## src/asrc_consts.vh

```
/*
 * Timing and width constants for the asynchronous SRAM host controller.
 * Assumes a 200 MHz system clock (5 ns period); times in ns, clock period in ps.
 */
`ifndef ASRC_CONSTS_VH
`define ASRC_CONSTS_VH

// ****************************************************************
// Widths
// ****************************************************************
`define ASRC_ADDR_W        19
`define ASRC_DATA_W        8
`define ASRC_DEPTH         524288

// ****************************************************************
// Clock
// ****************************************************************
`define ASRC_CLK_PS        5000

// ****************************************************************
// Speed grade codes
// ****************************************************************
`define ASRC_GRADE_12      2'h0
`define ASRC_GRADE_15      2'h1
`define ASRC_GRADE_20      2'h2

// ****************************************************************
// Times in ns, per grade except the power-up wait
// ****************************************************************
`define ASRC_POWERUP_WAIT_NS     1000
`define ASRC_ADDR_TO_VALID_12    12
`define ASRC_ADDR_TO_VALID_15    15
`define ASRC_ADDR_TO_VALID_20    20
`define ASRC_OE_TO_VALID_12      6
`define ASRC_OE_TO_VALID_15      7
`define ASRC_OE_TO_VALID_20      8
`define ASRC_WRITE_PULSE_12      10
`define ASRC_WRITE_PULSE_15      12
`define ASRC_WRITE_PULSE_20      13
`define ASRC_WDATA_SETUP_12      7
`define ASRC_WDATA_SETUP_15      8
`define ASRC_WDATA_SETUP_20      9
`define ASRC_OFF_TO_HIZ_12       6
`define ASRC_OFF_TO_HIZ_15       7
`define ASRC_OFF_TO_HIZ_20       8

// Least time in ns to whole cycles, rounded up, at least one.
`define ASRC_CYC(ns) ((((ns) * 1000 + `ASRC_CLK_PS - 1) / `ASRC_CLK_PS) < 1 \
    ? 1 : (((ns) * 1000 + `ASRC_CLK_PS - 1) / `ASRC_CLK_PS))

`endif

```

## src/asrc_host.v

```verilog
/*
 * Host-side controller for a 512K x 8 asynchronous static RAM.
 * Assumes the SRAM pins are wired directly to the pin ports, the data bus
 * resolved outside from data_pin_oe, and read data sampled synchronously.
 */
`timescale 1ns/1ps
`default_nettype none
`include "asrc_consts.vh"

// Functional notes
// Memory holds 524,288 bytes; host addresses them all.
// Chip select and output enable are active low; bus is three-state.
// Write happens while chip select and write strobe are both low.
// Address is a 19-bit word address, bits 0 to 18.
// Device drives data when selected, output enabled, strobe high.
// Device data pins float when deselected, disabled, or writing.
// Device drops to standby whenever chip select is high.
// Host waits at least 1 us after power-up before first access.
// Read data valid 12, 15 or 20 ns after address change.
// Old read data holds at least 3 ns after address change.
// Read data valid 12, 15 or 20 ns after chip select falls.
// Read data valid 6, 7 or 8 ns after output enable falls.
// Device powers down within 12, 15 or 20 ns of deselect.
// Write address stable 10, 12 or 13 ns before write end.
// Address valid no later than write start.
// Address may change right at write end.
// Write data driven 7, 8 or 9 ns before write end.
// Write spans later falling to earlier rising strobe edge.
// Speed grade parameter; delays in whole cycles rounded up.
// Host releases data bus before asserting output enable.
module asrc_host #(
    parameter [1:0]  SPEED_GRADE   = `ASRC_GRADE_12,
    parameter [15:0] POWERUP_CYC   =
        `ASRC_CYC(`ASRC_POWERUP_WAIT_NS)
) (
    // Clock and reset
    input  wire        clk_sys,
    input  wire        rst_n,
    input  wire        clk_en,
    // User request port
    input  wire        req_valid,
    input  wire        req_write,
    input  wire [18:0] req_addr,
    input  wire [7:0]  req_wdata,
    // User response port
    output reg         req_ready,
    output reg         rsp_valid,
    output reg  [7:0]  rsp_rdata,
    // SRAM pins
    output reg  [18:0] word_addr,
    output reg         chip_sel_n,
    output reg         out_en_n,
    output reg         wr_strobe_n,
    // SRAM data bus
    input  wire [7:0]  data_pin_i,
    output reg  [7:0]  data_pin_o,
    output reg         data_pin_oe
);

    // ************************************************************
    // Grade selection
    // ************************************************************
    // An unknown grade code falls back to the slowest set, which is
    // always safe, only slower, on a faster part.
    function integer grade_ns;
        input [1:0]   grade;
        input integer ns_12;
        input integer ns_15;
        input integer ns_20;
        begin
            case (grade)
                `ASRC_GRADE_12: grade_ns = ns_12;
                `ASRC_GRADE_15: grade_ns = ns_15;
                default:        grade_ns = ns_20;
            endcase
        end
    endfunction

    localparam integer RD_NS = grade_ns(SPEED_GRADE,
        `ASRC_ADDR_TO_VALID_12, `ASRC_ADDR_TO_VALID_15,
        `ASRC_ADDR_TO_VALID_20);
    localparam integer OE_NS = grade_ns(SPEED_GRADE,
        `ASRC_OE_TO_VALID_12, `ASRC_OE_TO_VALID_15,
        `ASRC_OE_TO_VALID_20);
    localparam integer WP_NS = grade_ns(SPEED_GRADE,
        `ASRC_WRITE_PULSE_12, `ASRC_WRITE_PULSE_15,
        `ASRC_WRITE_PULSE_20);
    localparam integer SD_NS = grade_ns(SPEED_GRADE,
        `ASRC_WDATA_SETUP_12, `ASRC_WDATA_SETUP_15,
        `ASRC_WDATA_SETUP_20);
    localparam integer HZ_NS = grade_ns(SPEED_GRADE,
        `ASRC_OFF_TO_HIZ_12, `ASRC_OFF_TO_HIZ_15,
        `ASRC_OFF_TO_HIZ_20);

    // ************************************************************
    // Grade-dependent cycle counts
    // ************************************************************
    localparam [31:0] RD_CYC_W = `ASRC_CYC(RD_NS);
    localparam [31:0] OE_CYC_W = `ASRC_CYC(OE_NS);
    localparam [31:0] WP_CYC_W = `ASRC_CYC(WP_NS);
    localparam [31:0] SD_CYC_W = `ASRC_CYC(SD_NS);
    localparam [31:0] HZ_CYC_W = `ASRC_CYC(HZ_NS);
    // Every count fits four bits even at the slowest grade.
    localparam [3:0]  RD_CYC   = RD_CYC_W[3:0];
    localparam [3:0]  OE_CYC   = OE_CYC_W[3:0];
    localparam [3:0]  WP_CYC   = WP_CYC_W[3:0];
    localparam [3:0]  SD_CYC   = SD_CYC_W[3:0];
    localparam [3:0]  HZ_CYC   = HZ_CYC_W[3:0];
    // The access must cover both the address path and the enable path.
    localparam [3:0]  ACC_CYC  = (RD_CYC > OE_CYC) ? RD_CYC : OE_CYC;
    // Address and data are set up with the strobe, so the pulse must
    // also cover the data setup time.
    localparam [3:0]  WR_CYC   = (WP_CYC > SD_CYC) ? WP_CYC : SD_CYC;

    // ************************************************************
    // States
    // ************************************************************
    localparam [2:0] ST_PWRUP = 3'h0;
    localparam [2:0] ST_IDLE  = 3'h1;
    localparam [2:0] ST_READ  = 3'h2;
    localparam [2:0] ST_WRITE = 3'h3;
    localparam [2:0] ST_TURN  = 3'h4;

    reg [2:0]  state_q;
    reg [15:0] cnt_q;

    // ************************************************************
    // Sequencer
    // ************************************************************
    always @(posedge clk_sys) begin
        if (!rst_n) begin
            state_q     <= ST_PWRUP;
            cnt_q       <= POWERUP_CYC;
            req_ready   <= 1'b0;
            rsp_valid   <= 1'b0;
            rsp_rdata   <= 8'h00;
            word_addr   <= 19'h00000;
            chip_sel_n  <= 1'b1;
            out_en_n    <= 1'b1;
            wr_strobe_n <= 1'b1;
            data_pin_o  <= 8'h00;
            data_pin_oe <= 1'b0;
        end else if (clk_en) begin
            rsp_valid <= 1'b0;
            case (state_q)
                ST_PWRUP: begin
                    // Counting starts at reset release; hold reset until
                    // the supply is up so the wait is measured from there.
                    if (cnt_q <= 16'h0001) begin
                        state_q   <= ST_IDLE;
                        req_ready <= 1'b1;
                    end
                    cnt_q <= cnt_q - 16'h0001;
                end
                ST_IDLE: begin
                    if (req_valid) begin
                        req_ready  <= 1'b0;
                        word_addr  <= req_addr;
                        chip_sel_n <= 1'b0;
                        if (req_write) begin
                            // Strobe falls with address: zero lead allowed.
                            wr_strobe_n <= 1'b0;
                            data_pin_o  <= req_wdata;
                            data_pin_oe <= 1'b1;
                            cnt_q       <= {12'h000, WR_CYC};
                            state_q     <= ST_WRITE;
                        end else begin
                            data_pin_oe <= 1'b0;
                            out_en_n    <= 1'b0;
                            cnt_q       <= {12'h000, ACC_CYC};
                            state_q     <= ST_READ;
                        end
                    end else begin
                        chip_sel_n <= 1'b1;
                    end
                end
                ST_WRITE: begin
                    if (cnt_q <= 16'h0001) begin
                        // Write ends here; address and data change after.
                        wr_strobe_n <= 1'b1;
                        chip_sel_n  <= 1'b1;
                        cnt_q       <= 16'h0001;
                        state_q     <= ST_TURN;
                    end else begin
                        cnt_q <= cnt_q - 16'h0001;
                    end
                end
                ST_READ: begin
                    if (cnt_q <= 16'h0001) begin
                        rsp_rdata  <= data_pin_i;
                        rsp_valid  <= 1'b1;
                        out_en_n   <= 1'b1;
                        chip_sel_n <= 1'b1;
                        // Wait out the device's float time before any
                        // host drive can follow.
                        cnt_q      <= {12'h000, HZ_CYC};
                        state_q    <= ST_TURN;
                    end else begin
                        cnt_q <= cnt_q - 16'h0001;
                    end
                end
                ST_TURN: begin
                    // After a write the host drive is dropped one cycle
                    // past the strobe; the device needs no data hold.
                    data_pin_oe <= 1'b0;
                    if (cnt_q <= 16'h0001) begin
                        req_ready <= 1'b1;
                        state_q   <= ST_IDLE;
                    end else begin
                        cnt_q <= cnt_q - 16'h0001;
                    end
                end
                default: begin
                    state_q <= ST_IDLE;
                    req_ready <= 1'b1;
                end
            endcase
        end
    end

endmodule // asrc_host

`default_nettype wire

```

## config.mk

```make
export PLATFORM = sky130hd
export DESIGN_NAME = asrc_host
export DESIGN_NICKNAME = d
export VERILOG_FILES = /design/src/asrc_host.v
export VERILOG_INCLUDE_DIRS = /design/src
export SDC_FILE = /design/constraint.sdc
export NUM_CORES = 1
export LEC_CHECK = 0
export BUFFER_PORTS_ARGS = -buffer_cell sky130_fd_sc_hd__buf_2
export CAP_MARGIN = 20
export CORE_MARGIN = 8
export CORE_UTILIZATION = 35
export CTS_BUF_LIST = sky130_fd_sc_hd__clkbuf_2 sky130_fd_sc_hd__clkbuf_4 sky130_fd_sc_hd__clkbuf_8
export CTS_CLUSTER_SIZE = 25
export DETAILED_ROUTE_END_ITERATION = 8
export PLACE_DENSITY_LB_ADDON = 0.3
export SETUP_SLACK_MARGIN = 0.02
export SYNTH_ARGS = -nofsm -noshare
export SYNTH_HDL_FRONTEND = slang
export SYNTH_SLANG_ARGS = --single-unit
```

## constraint.sdc

```tcl
create_clock -name clk_sys -period 2.65 [get_ports clk_sys]
set_input_delay 0.6625 -clock clk_sys [delete_from_list [all_inputs] [get_ports clk_sys]]
set_output_delay 0.6625 -clock clk_sys [all_outputs]
set_load 0.01 [all_outputs]
```

==> impl_summary.md <==
Finish
The final-stage net count is roughly 440. The top cell types in the final layout, fill and taps aside, are 80 x sky130_fd_sc_hd__buf_2, 64 x sky130_fd_sc_hd__nand2_1, 60 x sky130_fd_sc_hd__dfxtp_1. The most frequent standard cell in the layout excluding fill and tap cells is sky130_fd_sc_hd__buf_2.

Once layout is complete, the utilization of the core stands at 0.451. Leaving out filler cells and counting taps, the final layout contains 504. From synthesis to final layout, the design area changed by 25.6%. In the final layout, the share of cells above drive strength 1 is 0.301.

The number of diodes added for antenna fixing is 0.

Detailed routing
The first-pass iteration count of the detailed router is 4. Detailed routing placed a total of around 610 microns of wire on met3. In the routed layout, each cell is associated on average with a via count of roughly 4.9.

The wire length per cell after detailed routing is 13.7 microns. In the routed design, unresolved DRC markers number 0. Detailed routing inserted a total of roughly 2500 vias. Wire segments on met2 add up to 3.15 mm in the final route. The routed metal-1 wire length is between 3 and 4 mm. The total routed wirelength is roughly 7 mm. Once detail routing completed, the nets flagged for antenna violations numbered 0.

The initial detailed-routing violation count is 174. After detailed routing, no signal wire sits above met4.

Global route
The global routing usage summed across all routing layers is 0.128. The first global-routing pass estimated ~12 mm of wire. The number of global-route vias before repair came to 2493.

Entering global routing, the biggest net connects 26 pins. After global routing the overflow that remains totals 0. The initial antenna violation count came to 0.

CTS
The TritonCTS clock tree is built. After clock tree synthesis, the clock-pin slew on the worst setup and hold paths is 0.07 ns. The clock reaches the later pin of the worst-skew pair after 0.32 ns. The buffer cell driving the clock tree root is sky130_fd_sc_hd__clkbuf_8. For this design, the CTS-stage hold fixing added 0 buffers. The number of levels in the clock H-tree is 3.

After clock tree synthesis, the repair step resized 0 gates. Clock tree synthesis inserted a total of 9 buffers. In this run the post-CTS setup repair buffer count came out at 0. Counting every sink on the clock net gives 60. The buffer levels on the longest clock path is 2.

Logic synthesis
In this run, distinct cell masters in the synthesized netlist total 51. Counting every instance in the synthesized netlist gives 315. The post-synth design cell area is 2760 sq um.

In this run, synthesis produced a sequential element count of 60. The dominant register cell in the synthesized netlist is sky130_fd_sc_hd__dfxtp_1. The number of nets handed over by synthesis was 357.

The proportion of synthesized chip area in sequential cells is 0.435. By area the synthesized netlist is led by sky130_fd_sc_hd__dfxtp_1 43%, sky130_fd_sc_hd__nand2_1 8.7%, sky130_fd_sc_hd__a21boi_0 8.4%. The share of the synthesized area in the top cell type is 0.435. Each instance of the synthesized netlist takes up on average between 8 and 9 sq um. The count of synthesis-stage warnings from yosys is 0.

The largest area contributor in the netlist is sky130_fd_sc_hd__dfxtp_1. Counting flops with a built-in enable in the synthesized netlist gives 0. The post-synthesis async set-or-reset flop share is 0.

Pwr
For this design the total switching power over the nets is 451 uW. The power density over the cells is 545 nW/um^2. The sequential cell fraction of total power is 0.491. Of the total power, the share spent switching nets is 0.239. Power comes to 1890 uW. The part of the total power dissipated in combinational logic is 0.083. The cell-internal power is approximately 1400 uW.

Of the total power, the clock network draws 0.426. IR analysis of the VDD net gives a maximum drop of a little over 300 uV. Summed over all cells, the static leakage comes to 0.00143 uW.

Floorplan
The initial core utilization is 0.359. The area enclosed by the die boundary is around 11000 sq um. The die is 105 microns wide.

The die is 105 microns tall. Pin placement for this block handled 81 I/O pins. The region available for standard cell placement spans 7690 sq um. The standard-cell row count is 32.

Setup path
The critical path startpoint category is a flop. The critical path required time is 2.91 ns. The type of the setup path with the least slack is flop to flop. The setup check on the worst reg-to-reg path leaves a slack of around 0.44 ns. Measured in cells, the most critical reg-to-reg path has a length of 7. The critical path data arrival time is 2.47 ns.

In this run the critical register-to-register path is captured at cnt_q[8]. The source of the worst register-to-register timing path is cnt_q[0]. The type of destination of the critical path is a flop. The highest fanout seen on the critical path is 8.

STA
The final max-slew violation count is 0. Setup repair after global routing left no endpoint under its margin. The final critical path time including I/O delays and setup is ~2.2 ns. The aggregate negative setup slack is 0 ns.

The share of the cycle needed by the critical path after routing is 0.835. In this run the tightest slew margin relative to its limit is 0.654. For the pin with the worst max-slew slack, the measured transition is about 0.5 ns.

The final clock skew is approximately 0.0075 ns. Setup violations remaining at the end of the flow were counted as 0. The hold violation count in the final report is 0. For this run, the top clock speed supported by timing is around 0.45 GHz.

Placement
In this run the tool buffered the top-level ports with 80 buffer cells. Once detailed placement completed, the half-perimeter wirelength came to a little over 5 mm. The global placement routability congestion is 0.847.

The total instance count after detailed placement is 488.

Flow run
Across the run, the number of max-cap violations was 0.

Min path
In this run the most critical hold path is launched from req_ready. The min-delay analysis places its worst path in the category flop to flop. The worst hold path endpoint is req_ready.

The cell depth of the worst hold path is 2.

Status
The flow ran to the end, and the final reports show no timing, DRC or antenna violations.
-- power groups by stage --
| stage | clock, uW | combinational, uW | sequential (uW) |
|---|---|---|---|
| after floorplan | 0 | 102 | 944 |
| after global placement | 0 | 155 | 948 |
| after detailed placement | 0 | 155 | 948 |
| after CTS | 831 | 157 | 927 |
| after global routing | 871 | 173 | 929 |
| final | 806 | 156 | 928 |
-- cell usage after synthesis, types with 4 or more instances --
cell type                  count
sky130_fd_sc_hd__nand2_1      64
sky130_fd_sc_hd__dfxtp_1      60
sky130_fd_sc_hd__a21boi_0     31
sky130_fd_sc_hd__a21oi_1      17
sky130_fd_sc_hd__clkbuf_1     15
sky130_fd_sc_hd__nor2b_1      11
sky130_fd_sc_hd__o21ai_0      11
sky130_fd_sc_hd__mux2i_1       8
sky130_fd_sc_hd__nor2_1        8
sky130_fd_sc_hd__inv_1         7
sky130_fd_sc_hd__nand3_1       7
sky130_fd_sc_hd__or3_1         6
sky130_fd_sc_hd__o31ai_1       5
sky130_fd_sc_hd__a211oi_1      4
-- final cells by class --
type / count / area (sq um)
well taps: 102 / 128
multi-input cells: 231 / 1460
repair buffers: 88 / 460
clock buffers: 11 / 139
inverters: 7 / 26.3
fillers: 793 / 4220
clock inverters: 5 / 52.6
flip-flops and latches: 60 / 1200
-- per-layer routing --
layer,global-route usage,vias up
met2,0.199,65
li1,-,1274
met5,0,-
met3,0.0602,5
met1,0.148,1147
met4,0.0520,0
-- per-stage QoR --
| step | setup WS (ns) | area, sq um | hold slack (ns) |
|---|---|---|---|
| floorplan | 0.604 | 2760 | 0.450 |
| global placement | 0.460 | 3280 | 0.436 |
| detailed placement | 0.416 | 3280 | 0.451 |
| CTS | 0.433 | 3470 | 0.462 |
| global route | 0.272 | 3470 | 0.484 |
| finish | 0.438 | 3470 | 0.457 |
-- registers in the layout (all words and copies together) (netlist names) --
name	cells
word_addr	19
rsp_valid	1
data_pin_oe	1
out_en_n	1
req_ready	1
cnt_q	16
rsp_rdata	8
state_q	3
data_pin_o	8
wr_strobe_n	1
chip_sel_n	1
-- worst max-delay path, stage by stage, from the launching register on --
cell                        delay (ns)
sky130_fd_sc_hd__dfxtp_1          0.34
sky130_fd_sc_hd__inv_1            0.09
sky130_fd_sc_hd__ha_1             0.20
sky130_fd_sc_hd__or3b_1           0.43
sky130_fd_sc_hd__a2111oi_4        0.38
sky130_fd_sc_hd__o21ai_4          0.14
sky130_fd_sc_hd__or4_1            0.42
sky130_fd_sc_hd__a21oi_1          0.14
-- kinds of logic (layout without fill, tap and decap cells) --
kind of cell	Yosys count	count (layout)	synth area share
flops	60	60	0.435
fa+ha+maj	2	2	0.00906
mux	8	8	0.0290
simple gates	128	128	0.244
buf+inv	24	111	0.0358
xor+xnor	4	4	0.0127
compound gates	89	89	0.235
-- worst max path at each step --
stage	start	to	slack, ns
2_1_floorplan	cnt_q[0]	cnt_q[10]	0.60
3_3_place_gp	req_valid	cnt_q[15]	0.46
3_5_place_dp	req_valid	cnt_q[13]	0.42
4_1_cts	cnt_q[0]	cnt_q[10]	0.43
5_1_grt	cnt_q[0]	cnt_q[8]	0.27
6_report	cnt_q[0]	cnt_q[8]	0.44
(Power assumes the default switching activity.)
